### src/ftw_pkg.sv
// Constants shared by the fan tachometer and temperature watchdog block.
package ftw_pkg;
  // ***************************************************************
  // Timing
  // ***************************************************************
  localparam int CLK_HZ       = 40_000_000;
  localparam int OSC_HZ       = 22_500;
  // The base tick runs at twice the nominal rate; the divisor then
  // prescales it, so the default divisor of 2 counts at 22.5 kHz.
  localparam int TICK_CYC     = CLK_HZ / (2 * OSC_HZ);
  localparam int RST_PULSE_MS = 10;
  localparam int RST_PULSE_CYC = CLK_HZ / 1000 * RST_PULSE_MS;
  // ***************************************************************
  // Register offsets
  // ***************************************************************
  localparam logic [7:0] A_CTL   = 8'h00;
  localparam logic [7:0] A_ISR1  = 8'h01;
  localparam logic [7:0] A_ISR2  = 8'h02;
  localparam logic [7:0] A_FDIV  = 8'h05;
  localparam logic [7:0] A_OCFG  = 8'h06;
  localparam logic [7:0] A_TEMP  = 8'h27;
  localparam logic [7:0] A_TACH_INPUT_FIRST  = 8'h28;
  localparam logic [7:0] A_TACH_INPUT_SECOND  = 8'h29;
  localparam logic [7:0] A_HOT   = 8'h38;
  localparam logic [7:0] A_HOTH  = 8'h39;
  localparam logic [7:0] A_OS    = 8'h3A;
  localparam logic [7:0] A_OSH   = 8'h3B;
  localparam logic [7:0] A_FLIM1 = 8'h3C;
  localparam logic [7:0] A_FLIM2 = 8'h3D;
  // ***************************************************************
  // Reset values
  // ***************************************************************
  localparam logic [7:0] CTL_RST  = 8'h08;
  localparam logic [7:0] FDIV_RST = 8'h14;
  localparam logic [7:0] OCFG_RST = 8'h00;
  localparam logic [7:0] LIM_RST  = 8'h7F;
  localparam logic [7:0] FLIM_RST = 8'hFF;
  // ***************************************************************
  // Field positions
  // ***************************************************************
  localparam int CTL_START = 0;
  localparam int CTL_INTEN = 1;
  localparam int CTL_POL   = 2;
  localparam int CTL_ICLR  = 3;
  localparam int CTL_RESET = 4;
  localparam int FD_MODE0  = 0;
  localparam int FD_DIV0   = 2;
  localparam int FD_OSEN   = 6;
  localparam int FD_RSTEN  = 7;
  localparam int OC_STAT1T = 1;
  localparam int OC_OS1T   = 2;
  localparam int OC_RES12  = 3;
  localparam int ISR1_HOT  = 4;
  localparam int ISR1_FAN0 = 6;
  localparam int ISR2_FAN0 = 2;
  localparam int ISR2_OS   = 5;
endpackage

### src/ftw_tach.sv
// Tachometer period counter for one fan channel.
module ftw_tach (
  // Clock and reset
  input  wire logic       sys_clk_in,
  input  wire logic       resetn_in,
  // Timebase and fan
  input  wire logic       tick_in,
  input  wire logic       tach_in,
  input  wire logic [1:0] div_sel_in,
  // Result
  output logic [7:0]      count_out,
  output logic            done_out
);
  typedef struct packed {
    logic       tach_q;
    logic       meas;
    logic [2:0] pre;
    logic [7:0] cnt;
    logic [7:0] res;
    logic       done;
  } ftw_tach_st_t;

  // The tach line idles high behind its pull-up, so the edge detector
  // starts high; a low reset value would fake a period start.
  localparam ftw_tach_st_t ST_RST = '{1'b1, 1'b0, 3'h0, 8'h00, 8'h00, 1'b0};

  ftw_tach_st_t s_r;
  ftw_tach_st_t s_nxt;
  logic         rise;
  logic [3:0]   dv;

  always_comb begin
    s_nxt = s_r;
    s_nxt.done = 1'b0;
    s_nxt.tach_q = tach_in;
    rise = tach_in & ~s_r.tach_q;
    dv = 4'h1 << div_sel_in;
    if (rise) begin
      if (s_r.meas) begin
        s_nxt.res = s_r.cnt;
        s_nxt.done = 1'b1;
      end
      s_nxt.cnt = 8'h00;
      s_nxt.pre = 3'h0;
      s_nxt.meas = 1'b1;
    end else if (tick_in && s_r.meas) begin
      // Prescaling the base tick by the divisor gives the count law.
      if ({1'b0, s_r.pre} == dv - 4'h1) begin
        s_nxt.pre = 3'h0;
        if (s_r.cnt != 8'hFF) begin
          s_nxt.cnt = s_r.cnt + 8'h01;
        end
        if (s_r.cnt == 8'hFE) begin
          s_nxt.res = 8'hFF;
          s_nxt.done = 1'b1;
        end
      end else begin
        s_nxt.pre = s_r.pre + 3'h1;
      end
    end
  end

  always_ff @(posedge sys_clk_in or negedge resetn_in) begin
    if (!resetn_in) begin
      s_r <= ST_RST;
    end else begin
      s_r <= s_nxt;
    end
  end

  assign count_out = s_r.res;
  assign done_out  = s_r.done;

  AST_TACH_SAT: assert property (@(posedge sys_clk_in)
    disable iff (!resetn_in) (s_r.cnt == 8'hFF && !rise) |=> s_r.cnt == 8'hFF)
    else $error("fan count left saturation without a tach edge");
  AST_TACH_RESTART: assert property (@(posedge sys_clk_in)
    disable iff (!resetn_in) rise |=> (s_r.cnt == 8'h00 && s_r.pre == 3'h0))
    else $error("fan count not restarted at period start");
endmodule

### src/ftw_top.sv
// Fan tachometer and temperature watchdog with two-wire register access.
module ftw_top #(
  // Upper device address bits; value is arbitrary.
  parameter logic [3:0] ADDR_HI       = 4'h5,
  parameter int         RST_PULSE_CYC = ftw_pkg::RST_PULSE_CYC
) (
  // Clock and reset
  input  wire logic        sys_clk_in,
  input  wire logic        resetn_in,
  // Two-wire serial bus
  input  wire logic        scl_in,
  input  wire logic        sda_in,
  input  wire logic [2:0]  addr_sel_in,
  output logic             sda_out,
  output logic             sda_oe_out,
  // Measurements
  input  wire logic        tach_input_first_in,
  input  wire logic        tach_input_second_in,
  input  wire logic [11:0] temp_sample_in,
  input  wire logic        temp_done_in,
  // Pins
  output logic             int_out,
  output logic             reset_or_overheat_pin_out
);
  localparam int TW = $clog2(ftw_pkg::TICK_CYC + 1);
  localparam int RW = $clog2(RST_PULSE_CYC + 1);

  if (RST_PULSE_CYC < 1) begin : g_chk
    $error("RST_PULSE_CYC must be at least one");
  end

  // ***************************************************************
  // State
  // ***************************************************************
  typedef enum logic [2:0] {
    B_IDLE, B_ADDR, B_AACK, B_WR, B_WACK, B_RD, B_RACK
  } ftw_bus_t;

  typedef struct packed {
    ftw_bus_t        st;
    logic            scl_q;
    logic            sda_q;
    logic [2:0]      bitn;
    logic            got;
    logic [7:0]      sh;
    logic            rw;
    logic            first;
    logic [7:0]      ptr;
    logic            sda_oe;
    logic [7:0]      ctl;
    logic [7:0]      isr1;
    logic [7:0]      isr2;
    logic [7:0]      fdiv;
    logic [7:0]      ocfg;
    logic [7:0]      hot;
    logic [7:0]      hoth;
    logic [7:0]      os;
    logic [7:0]      osh;
    logic [1:0][7:0] flim;
    logic [1:0][7:0] fan;
    logic [11:0]     temp;
    logic            hot_act;
    logic            hot_arm;
    logic            os_act;
    logic            os_arm;
    logic            os_low;
    logic [TW-1:0]   tcnt;
    logic            tick;
    logic [RW-1:0]   rcnt;
    logic            int_pin;
    logic            ro_pin;
  } ftw_st_t;

  function automatic ftw_st_t rst_val();
    ftw_st_t v;
    v = '0;
    v.st = B_IDLE;
    v.scl_q = 1'b1;
    v.sda_q = 1'b1;
    v.ctl = ftw_pkg::CTL_RST;
    v.fdiv = ftw_pkg::FDIV_RST;
    v.ocfg = ftw_pkg::OCFG_RST;
    v.hot = ftw_pkg::LIM_RST;
    v.hoth = ftw_pkg::LIM_RST;
    v.os = ftw_pkg::LIM_RST;
    v.osh = ftw_pkg::LIM_RST;
    v.flim = {ftw_pkg::FLIM_RST, ftw_pkg::FLIM_RST};
    v.hot_arm = 1'b1;
    v.os_arm = 1'b1;
    v.int_pin = 1'b1;
    v.ro_pin = 1'b1;
    return v;
  endfunction

  localparam ftw_st_t ST_RST = rst_val();

  ftw_st_t          s_r;
  ftw_st_t          s_nxt;

  function automatic logic [7:0] rd_byte(input ftw_st_t s,
                                         input logic    low_half);
    logic [7:0] v;
    v = 8'h00;
    case (s.ptr)
      ftw_pkg::A_CTL:   v = s.ctl;
      ftw_pkg::A_ISR1:  v = s.isr1;
      ftw_pkg::A_ISR2:  v = s.isr2;
      ftw_pkg::A_FDIV:  v = s.fdiv;
      ftw_pkg::A_OCFG:  v = {s.temp[3:0], s.ocfg[3:0]};
      // Second byte of a read here carries the low bits.
      ftw_pkg::A_TEMP:  v = low_half ? {s.temp[3:0], 4'h0}
                                    : s.temp[11:4];
      ftw_pkg::A_TACH_INPUT_FIRST:  v = s.fan[0];
      ftw_pkg::A_TACH_INPUT_SECOND:  v = s.fan[1];
      ftw_pkg::A_HOT:   v = s.hot;
      ftw_pkg::A_HOTH:  v = s.hoth;
      ftw_pkg::A_OS:    v = s.os;
      ftw_pkg::A_OSH:   v = s.osh;
      ftw_pkg::A_FLIM1: v = s.flim[0];
      ftw_pkg::A_FLIM2: v = s.flim[1];
      default:          v = 8'h00;
    endcase
    return v;
  endfunction

  // ***************************************************************
  // Fan counters
  // ***************************************************************
  logic [1:0][7:0] fcnt;
  logic [1:0]      fdone;
  logic [1:0]      tach;

  assign tach = {tach_input_second_in, tach_input_first_in};

  for (genvar gi = 0; gi < 2; gi++) begin : g_fan
    ftw_tach u_tach (
      .sys_clk_in (sys_clk_in),
      .resetn_in  (resetn_in),
      .tick_in    (s_r.tick),
      .tach_in    (tach[gi]),
      .div_sel_in (s_r.fdiv[ftw_pkg::FD_DIV0 + 2 * gi +: 2]),
      .count_out  (fcnt[gi]),
      .done_out   (fdone[gi])
    );
  end

  // ***************************************************************
  // Next state
  // ***************************************************************
  logic             rise;
  logic             fall;
  logic             start;
  logic             stop;
  logic             wr;
  logic             rc1;
  logic             rc2;
  logic [7:0]       rb;
  logic [7:0]       set1;
  logic [7:0]       set2;
  logic [7:0]       clr1;
  logic             run;
  logic             conv;
  logic [11:0]      samp;
  logic signed [7:0] deg;
  logic             above_hot;
  logic             below_hoth;
  logic             above_os;
  logic             below_osh;
  logic             hot_new;
  logic             os_new;
  logic             hot_set;
  logic             os_set;
  logic             act;

  always_comb begin
    s_nxt = s_r;
    wr = 1'b0;
    rc1 = 1'b0;
    rc2 = 1'b0;
    set1 = 8'h00;
    set2 = 8'h00;
    clr1 = 8'h00;
    hot_set = 1'b0;
    os_set = 1'b0;
    // The byte being loaded picks the half, so no stale flag is used.
    rb = rd_byte(s_r, s_r.st == B_RACK);
    s_nxt.scl_q = scl_in;
    s_nxt.sda_q = sda_in;
    rise = scl_in & ~s_r.scl_q;
    fall = ~scl_in & s_r.scl_q;
    start = scl_in & s_r.scl_q & s_r.sda_q & ~sda_in;
    stop = scl_in & s_r.scl_q & ~s_r.sda_q & sda_in;
    // Serial bus slave; no clock stretching, so timing is set by the host.
    if (start) begin
      s_nxt.st = B_ADDR;
      s_nxt.bitn = 3'h0;
      s_nxt.got = 1'b0;
      s_nxt.sda_oe = 1'b0;
    end else if (stop) begin
      s_nxt.st = B_IDLE;
      s_nxt.sda_oe = 1'b0;
    end else begin
      unique case (s_r.st)
        B_IDLE: begin
        end
        B_ADDR, B_WR: begin
          if (rise) begin
            s_nxt.sh = {s_r.sh[6:0], sda_in};
            s_nxt.bitn = s_r.bitn + 3'h1;
            s_nxt.got = (s_r.bitn == 3'h7);
          end else if (fall && s_r.got) begin
            s_nxt.got = 1'b0;
            if (s_r.st == B_WR) begin
              s_nxt.sda_oe = 1'b1;
              s_nxt.st = B_WACK;
              s_nxt.first = 1'b0;
              if (s_r.first) begin
                s_nxt.ptr = s_r.sh;
              end else begin
                wr = 1'b1;
              end
            end else if (s_r.sh[7:1] == {ADDR_HI, addr_sel_in}) begin
              s_nxt.sda_oe = 1'b1;
              s_nxt.rw = s_r.sh[0];
              s_nxt.st = B_AACK;
            end else begin
              s_nxt.st = B_IDLE;
            end
          end
        end
        B_AACK, B_RACK: begin
          if (rise && s_r.st == B_RACK && sda_in) begin
            s_nxt.st = B_IDLE;
          end else if (fall) begin
            s_nxt.sda_oe = 1'b0;
            s_nxt.bitn = 3'h0;
            if (s_r.st == B_RACK || s_r.rw) begin
              s_nxt.sh = rb;
              s_nxt.sda_oe = ~rb[7];
              s_nxt.st = B_RD;
              rc1 = (s_r.ptr == ftw_pkg::A_ISR1);
              rc2 = (s_r.ptr == ftw_pkg::A_ISR2);
            end else begin
              s_nxt.first = 1'b1;
              s_nxt.st = B_WR;
            end
          end
        end
        B_WACK: begin
          if (fall) begin
            s_nxt.sda_oe = 1'b0;
            s_nxt.st = B_WR;
          end
        end
        B_RD: begin
          if (fall) begin
            if (s_r.bitn == 3'h7) begin
              s_nxt.sda_oe = 1'b0;
              s_nxt.st = B_RACK;
            end else begin
              s_nxt.sh = {s_r.sh[6:0], 1'b0};
              s_nxt.sda_oe = ~s_r.sh[6];
              s_nxt.bitn = s_r.bitn + 3'h1;
            end
          end
        end
      endcase
    end
    // Register writes; status and temperature locations ignore writes.
    if (wr) begin
      case (s_r.ptr)
        ftw_pkg::A_CTL: begin
          s_nxt.ctl = {1'b0, s_r.sh[6:5], s_r.ctl[4], s_r.sh[3:0]};
          if (s_r.sh[ftw_pkg::CTL_RESET] && s_r.rcnt == '0 &&
              s_r.fdiv[ftw_pkg::FD_RSTEN] && !s_r.fdiv[ftw_pkg::FD_OSEN]) begin
            s_nxt.ctl[ftw_pkg::CTL_RESET] = 1'b1;
            s_nxt.rcnt = RW'(RST_PULSE_CYC);
          end
        end
        ftw_pkg::A_FDIV:  s_nxt.fdiv = s_r.sh;
        ftw_pkg::A_OCFG:  s_nxt.ocfg[3:0] = s_r.sh[3:0];
        ftw_pkg::A_HOT:   s_nxt.hot = s_r.sh;
        ftw_pkg::A_HOTH:  s_nxt.hoth = s_r.sh;
        ftw_pkg::A_OS:    s_nxt.os = s_r.sh;
        ftw_pkg::A_OSH:   s_nxt.osh = s_r.sh;
        ftw_pkg::A_FLIM1: s_nxt.flim[0] = s_r.sh;
        ftw_pkg::A_FLIM2: s_nxt.flim[1] = s_r.sh;
        default: begin
        end
      endcase
    end
    if (s_r.rcnt != '0) begin
      s_nxt.rcnt = s_r.rcnt - RW'(1);
      if (s_r.rcnt == RW'(1)) begin
        s_nxt.ctl[ftw_pkg::CTL_RESET] = 1'b0;
      end
    end
    // Base timebase tick for both fan counters.
    s_nxt.tick = 1'b0;
    s_nxt.tcnt = s_r.tcnt + TW'(1);
    if (s_r.tcnt == TW'(ftw_pkg::TICK_CYC - 1)) begin
      s_nxt.tcnt = '0;
      s_nxt.tick = 1'b1;
    end
    // Monitoring loop; halted while stopped or interrupt clear is set.
    run = s_r.ctl[ftw_pkg::CTL_START] & ~s_r.ctl[ftw_pkg::CTL_ICLR];
    conv = temp_done_in & run;
    samp = s_r.ocfg[ftw_pkg::OC_RES12] ? temp_sample_in
         : {temp_sample_in[11:3], 3'h0};
    deg = samp[11:4];
    above_hot = deg > $signed(s_r.hot);
    below_hoth = deg < $signed(s_r.hoth);
    above_os = deg > $signed(s_r.os);
    below_osh = deg < $signed(s_r.osh);
    hot_new = above_hot | (s_r.hot_act & ~below_hoth);
    os_new = above_os | (s_r.os_act & ~below_osh);
    if (conv) begin
      s_nxt.temp = samp;
      s_nxt.hot_act = hot_new;
      s_nxt.os_act = os_new;
      if (s_r.ocfg[ftw_pkg::OC_STAT1T]) begin
        hot_set = above_hot & s_r.hot_arm;
        os_set = above_os & s_r.os_arm;
        set2[ftw_pkg::ISR2_OS] = os_set;
      end else begin
        hot_set = hot_new;
        clr1[ftw_pkg::ISR1_HOT] = below_hoth;
        os_set = above_os & s_r.os_arm;
        set2[ftw_pkg::ISR2_OS] = os_new;
      end
      if (below_hoth) begin
        s_nxt.hot_arm = 1'b1;
      end
      if (hot_set) begin
        s_nxt.hot_arm = 1'b0;
      end
      if (below_osh) begin
        s_nxt.os_arm = 1'b1;
      end
      if (os_set) begin
        s_nxt.os_arm = 1'b0;
      end
    end
    set1[ftw_pkg::ISR1_HOT] = hot_set;
    // A read of the second status register releases a one-time low, but a new event wins.
    s_nxt.os_low = (s_r.os_low & ~rc2) | os_set;
    for (int i = 0; i < 2; i++) begin
      if (s_r.fdiv[ftw_pkg::FD_MODE0 + i]) begin
        set2[ftw_pkg::ISR2_FAN0 + i] = run & ~tach[i];
      end else if (fdone[i] && run) begin
        s_nxt.fan[i] = fcnt[i];
        set1[ftw_pkg::ISR1_FAN0 + i] = fcnt[i] > s_r.flim[i];
      end
    end
    // Set wins over a read clear in the same cycle.
    s_nxt.isr1 = ((rc1 ? 8'h00 : s_r.isr1) & ~clr1) | set1;
    s_nxt.isr2 = (rc2 ? 8'h00 : s_r.isr2) | set2;
    act = s_nxt.ctl[ftw_pkg::CTL_INTEN] & ~s_nxt.ctl[ftw_pkg::CTL_ICLR] &
          ((|s_nxt.isr1) | (|s_nxt.isr2));
    s_nxt.int_pin = s_nxt.ctl[ftw_pkg::CTL_POL] ? act : ~act;
    s_nxt.ro_pin = ~((s_nxt.fdiv[ftw_pkg::FD_RSTEN] &
                      ~s_nxt.fdiv[ftw_pkg::FD_OSEN] & (s_nxt.rcnt != '0)) |
                     (s_nxt.fdiv[ftw_pkg::FD_OSEN] &
                      ~s_nxt.fdiv[ftw_pkg::FD_RSTEN] &
                      ~s_nxt.ctl[ftw_pkg::CTL_ICLR] &
                      (s_nxt.ocfg[ftw_pkg::OC_OS1T] ? s_nxt.os_low
                                                    : s_nxt.os_act)));
  end

  always_ff @(posedge sys_clk_in or negedge resetn_in) begin
    if (!resetn_in) begin
      s_r <= ST_RST;
    end else begin
      s_r <= s_nxt;
    end
  end

  // The bus pin is open drain: only a low is ever driven.
  assign sda_out                   = 1'b0;
  assign sda_oe_out                = s_r.sda_oe;
  assign int_out                   = s_r.int_pin;
  assign reset_or_overheat_pin_out = s_r.ro_pin;

  // ***************************************************************
  // Checks
  // ***************************************************************
  AST_RES9: assert property (@(posedge sys_clk_in)
    disable iff (!resetn_in)
    (conv && !s_r.ocfg[ftw_pkg::OC_RES12]) |=> s_r.temp[2:0] == 3'h0)
    else $error("9-bit result carries invalid low bits");
  AST_ICLR: assert property (@(posedge sys_clk_in)
    disable iff (!resetn_in)
    s_nxt.ctl[ftw_pkg::CTL_ICLR] |=> int_out == !s_r.ctl[ftw_pkg::CTL_POL])
    else $error("interrupt active while interrupt clear set");
  AST_HALT: assert property (@(posedge sys_clk_in)
    disable iff (!resetn_in)
    (s_r.ctl[ftw_pkg::CTL_ICLR] && temp_done_in) |=> $stable(s_r.temp))
    else $error("temperature updated while monitoring halted");
  AST_HOT_DEF: assert property (@(posedge sys_clk_in)
    disable iff (!resetn_in)
    (conv && above_hot && !s_r.ocfg[ftw_pkg::OC_STAT1T])
      |=> s_r.isr1[ftw_pkg::ISR1_HOT])
    else $error("over-hot reading did not set status");
  AST_ONETIME: assert property (@(posedge sys_clk_in)
    disable iff (!resetn_in)
    (conv && s_r.ocfg[ftw_pkg::OC_STAT1T] && !s_r.hot_arm)
      |=> !s_r.isr1[ftw_pkg::ISR1_HOT] || $past(s_r.isr1[ftw_pkg::ISR1_HOT]))
    else $error("one-time interrupt raised before hysteresis");
  AST_CMP_PIN: assert property (@(posedge sys_clk_in)
    disable iff (!resetn_in)
    (conv && above_os && !s_nxt.ocfg[ftw_pkg::OC_OS1T] &&
     s_nxt.fdiv[ftw_pkg::FD_OSEN] && !s_nxt.fdiv[ftw_pkg::FD_RSTEN])
      |=> !reset_or_overheat_pin_out)
    else $error("overheat pin not low above shutdown limit");
  AST_RDCLR: assert property (@(posedge sys_clk_in)
    disable iff (!resetn_in)
    (rc1 && set1 == 8'h00) |=> s_r.isr1 == 8'h00)
    else $error("status register not cleared by read");
endmodule

### config.mk
export PLATFORM = sky130hd
export DESIGN_NAME = ftw_top
export DESIGN_NICKNAME = d
export VERILOG_FILES = /design/src/ftw_pkg.sv /design/src/ftw_tach.sv /design/src/ftw_top.sv
export SDC_FILE = /design/constraint.sdc
export NUM_CORES = 1
export LEC_CHECK = 0
export ABC_AREA = 0
export ABC_CLOCK_PERIOD_IN_PS = 8200
export BUFFER_PORTS_ARGS = -buffer_cell sky130_fd_sc_hd__buf_2
export CAP_MARGIN = 40
export CORE_ASPECT_RATIO = 0.5
export CORE_MARGIN = 2
export CORE_UTILIZATION = 50
export DETAILED_ROUTE_END_ITERATION = 10
export GPL_TIMING_DRIVEN = 0
export PLACE_DENSITY = 0.73
export SYNTH_ARGS = -nofsm -noshare
export SYNTH_HDL_FRONTEND = slang
export SYNTH_HIERARCHICAL = 1
export SYNTH_SLANG_ARGS = --single-unit
### constraint.sdc
create_clock -name sys_clk_in -period 8.2 [get_ports sys_clk_in]
set_input_delay 0.82 -clock sys_clk_in [delete_from_list [all_inputs] [get_ports sys_clk_in]]
set_output_delay 0.82 -clock sys_clk_in [all_outputs]
set_load 0.01 [all_outputs]
# Word level (Yosys, flattened, before mapping)
# Cells that the tools add are included.
[totals]
reg_bits = 220
inputBits = 22
out_inout_bits = 4
word_cells = 376
[classes]
add_sub_neg = 9
magnitude_cmp = 6
n_eq_ne = 56
shift = 2
n_mux = 134
bitwise_logic = 59
reduce_logical = 61
[ops]
columns = ["cell", "n"]
rows = [
  ["$mux 8", 21],
  ["$pmux 8 s14", 1],
  ["$mux 20", 4],
  ["$mux 19", 4],
  ["$eq 8x6->1 const B", 9],
  ["$mux 1", 62],
  ["$mux 3", 20],
  ["$mux 51", 1],
  ["$mux 9", 5],
  ["$reduce_bool 19->1", 2],
  ["$mux 17", 2],
  ["$mux 11", 3],
  ["$gt 8x8->1", 4],
  ["$ne 4x4->1 const B", 7],
  ["$reduce_and 7->1", 4],
  ["$reduce_and 2->1", 13],
  ["$and 1x1->1", 25],
  ["$not 1->1", 25],
  ["$pmux 8 s3", 1],
  ["$reduce_bool 2->1", 12],
  ["$mux 22", 1],
  ["$ne 2x2->1 const B", 11],
  ["$eq 19x1->1 const B", 1],
  ["$logic_not 19->1", 1],
  ["46 further kinds", 88],
]

# Longest topological paths before layout
[logic_depth]
word_depth = 16
ltp_mapped = 10
depth_no_buf = 9

# Hierarchy
# The synthesis kept the hierarchy.
[by_module_without_submodules]
columns = ["mod", "instances", "cells_each", "area_each_um2", "seq_area_each_um2"]
rows = [
  ["ftw_top", 1, 1023, 10117.2, 4470.5],
  ["ftw_tach", 2, 135, 1261.2, 551.8],
]

# Worst setup path after synthesis
# OpenSTA, ideal clock, no wires.
[synth_timing]
kind = "input-to-reg"
start = "in scl_in"
end = "reg s_r, in the netlist reset_or_overheat_pin_out"
setup_time_ps = 89
arrival_ps = 2730
required_ps = 8111
setup_slack_ps = 5382
stages = 8
path_buffers = 1
path_cell_list = "nand2b_1 > or4_1 > clkbuf_1 > nor2_4 > mux2_2 > o21bai_1 > a311oi_1 > a31oi_1"
[synth_rtl]
columns = ["element", "line", "source"]
rows = [
  ["start: declaration", "ftw_top.sv:11", "input wire logic scl_in,"],
  ["end signal: assignment", "ftw_top.sv:374", "s_r <= s_nxt;"],
  ["end: declaration", "ftw_top.sv:97", "ftw_st_t s_r;"],
]

==> results.py <==
metrics = {
    "outcome": {
        "outcome": "complete, no violations",
    },
    "layout": {
        "final_cells": 1703,
        "multi_input_area_um2": 6400,
        "syn_to_final_growth_pct": 10.3,
        "fillCellCount": 2211,
        "utilization": 0.557,
        "drive_above_1_share": 0.196,
        "antennaDiodeCount": 0,
        "seqCellArea_um2": 5570,
        "finalNetCount": 1423,
    },
    "floorplanning": {
        "rows": 41,
        "ios": 26,
        "dieArea_um2": 26600,
        "start_util": 0.505,
        "die_width_um": 229,
        "core_um2": 25000,
        "die_h_um": 116,
    },
    "setup_path": {
        "crit_type": "reg -> reg",
        "crit_path_start_kind": "register",
        "crit_arrival_ns": 3.80,
        "crit_required_ns": 8.63,
        "worstPathMaxFanout": 9,
        "cp-end-kind": "register",
    },
    "job": {
        "cap_violations": 0,
    },
    "logic_synthesis": {
        "synth-seq-cells": 220,
        "yosysWarningCount": 6,
        "postSynthCellCount": 1293,
        "synth_edf_count": 0,
        "synth_async_sr_flop_share": 1.00,
        "yosysUniqueCellTypes": 97,
        "syn_avg_cell_area_um2": 9.78,
        "syn_nets": 1373,
        "synth_area_um2": 12600,
        "synth_ff_type": "dfrtp_1",
        "synth_seq_area_share": 0.441,
    },
    "route": {
        "initialDrtViolationCount": 1000,
        "ant_nets": 0,
        "vias_per_cell": 6.14,
        "first_pass_iters": 6,
        "wl_per_cell_um": 21.2,
        "drc_errors": 0,
        "drt_wl_total_um": 36200,
        "vias": 10500,
    },
    "global_routing": {
        "grt_max_degree": 121,
        "grt_pass1_vias": 10400,
        "grt_pass1_wl_um": 57800,
        "globalRouteOverflowTotal": 0,
        "grt_use_total": 0.278,
        "antenna_found_initial": 1,
    },
    "clock_network": {
        "cts_resized": 0,
        "numClockSinks": 220,
        "tritoncts": "yes",
        "clockRootBuffer": "clkbuf_16",
        "cts_max_path_buffers": 3,
        "clk_pin_slew_worst_paths_ns": 0.06,
        "clock_latency_ns": 0.53,
        "numCtsBuffers": 22,
        "htreeDepth": 1,
        "hold_buffers": 0,
        "cts_setup_buffers": 0,
    },
    "sta": {
        "maxSlewHeadroom": 0.367,
        "post-route-period-util": 0.412,
        "tightest_slew_ns": 0.941,
        "clock_skew_ns": 0.0147,
        "tns_ns": 0,
        "slew_viol_final": 0,
        "finalHoldViolCount": 0,
        "max_freq_mhz": 296,
        "min_period_ns": 3.38,
        "rsz0062_at_grt": "false",
        "setup_violations": 0,
    },
    "placed_design": {
        "place_congestion": 1.00,
        "dpl.hpwl_um": 26500,
        "place_inst": 1663,
        "port_buffers": 24,
    },
    "power": {
        "power.leakage_uw": 0.00626,
        "irDropWorstVdd_mv": 0.146,
        "power_density_nw_per_um2": 173,
    },
    "min_path": {
        "hold_class": "in -> async",
    },
}
-- path summary, 6_finish.rpt --
kind,depth (start not counted),slack [ns],end,startpoint
worst max register to register,8,4.82,reset_or_overheat_pin_out,s_r[155]
worst min register to register,2,0.48,s_r[32],s_r[32]
max in group asynchronous,2,6.84,s_r[141],resetn_in
worst min-delay path,1,0.30,s_r[31],resetn_in
min in group sys_clk_in,1,0.41,s_r[176],sda_in
worst max-delay path,8,4.82,reset_or_overheat_pin_out,s_r[155]
-- area by class of cell --
class	count	area share
plain buffers	72	0.0292
clock buffers	37	0.0501
clock inverters	3	0.00108
inverters	69	0.0186
multi-input cells	932	0.459
flip-flops and latches	220	0.400
well taps	344	0.0309
repair buffers	26	0.0117
-- cell usage after synthesis, types with 22 or more instances --
cell      instances  area share
clkbuf_1         42       0.012
ha_1             58       0.057
nand2b_1         25       0.012
nor3_1           31       0.012
o21ai_0          72       0.029
nor2b_1          26       0.013
nand3_1          57       0.023
dfstp_2          55        0.11
nand2_1         151       0.045
a21oi_1          55       0.022
dfrtp_1         165        0.33
inv_1            69       0.020
mux2_2           58       0.052
a22oi_1          22       0.013
nor2_1           74       0.022
-- registers in the layout (all words and copies together), names as in the netlist --
name                       flops
g_fan.u_tach/done_out          2
int_out                        1
reset_or_overheat_pin_out      1
g_fan.u_tach/count_out        16
s_r                          173
g_fan.u_tach/s_r              26
sda_oe_out                     1
-- metrics by stage --
| step | power, uW | worst slack [ns] | hold WS, ns | cell area, um^2 |
|---|---|---|---|---|
| final | 2410 | 4.82 | 0.297 | 13900 |
| after detailed placement | 1410 | 4.42 | 0.471 | 13200 |
| after global placement | 1400 | 2.65 | 0.454 | 13200 |
| after CTS | 2420 | 4.92 | 0.344 | 13900 |
| after global routing | 2500 | 4.82 | 0.380 | 13900 |
| after floorplan | 1280 | 5.38 | 0.433 | 12600 |
-- placed cells by master (no fill, tap or decap), types with 8 or more instances in the layout --
cell	n
dfrtp_1	165
nand2_1	151
nor2_1	74
o21ai_0	72
inv_1	69
mux2_2	58
ha_1	58
nand3_1	57
a21oi_1	55
dfstp_2	55
clkbuf_1	49
nor3_1	31
nor2b_1	26
buf_2	25
nand2b_1	25
clkbuf_16	23
a22oi_1	22
a31oi_1	20
nand4_1	19
buf_4	19
mux2i_1	16
o211ai_1	15
and3_1	12
a211oi_1	11
xor2_1	10
or4_1	9
clkbuf_8	9
and2_1	9
xnor2_1	9
nand3b_1	9
a31o_2	8
-- metal layers --
metal | share of wire | vias up | global-route usage
met5 | 0 | - | 0
met4 | 0.025 | 0 | 0.0784
met3 | 0.080 | 88 | 0.0620
met2 | 0.45 | 402 | 0.453
met1 | 0.45 | 5215 | 0.380
li1 | - | 4747 | -
-- critical path, cell delays in order, from the launching register on --
cell	delay, ns
dfrtp_1	0.37
clkbuf_1	0.21
nor2_1	0.66
or4b_4	0.60
nor2_4	0.30
mux2_2	0.41
o21bai_1	0.18
a311oi_1	0.44
a31oi_1	0.12
-- kinds of logic (layout without fill, tap and decap cells) --
| logic type | count (synthesis) | after routing | synth area share |
|---|---|---|---|
| compound gates | 284 | 284 | 0.151 |
| flops | 220 | 220 | 0.441 |
| xor+xnor | 19 | 19 | 0.0132 |
| other cells | 1 | 1 | 0.000297 |
| fa+ha+maj | 58 | 58 | 0.0574 |
| buf+inv | 141 | 207 | 0.0528 |
| simple gates | 493 | 493 | 0.217 |
| mux | 77 | 77 | 0.0670 |
-- power breakdown --
group | leakage [uW] | switching, uW | internal [uW] | total (uW)
clock network | 0.000354 | 432 | 578 | 1010
logic | 0.00320 | 184 | 64.5 | 248
registers | 0.00271 | 33.2 | 1120 | 1150
total | 0.00626 | 649 | 1760 | 2410
(Power assumes the default switching activity.)
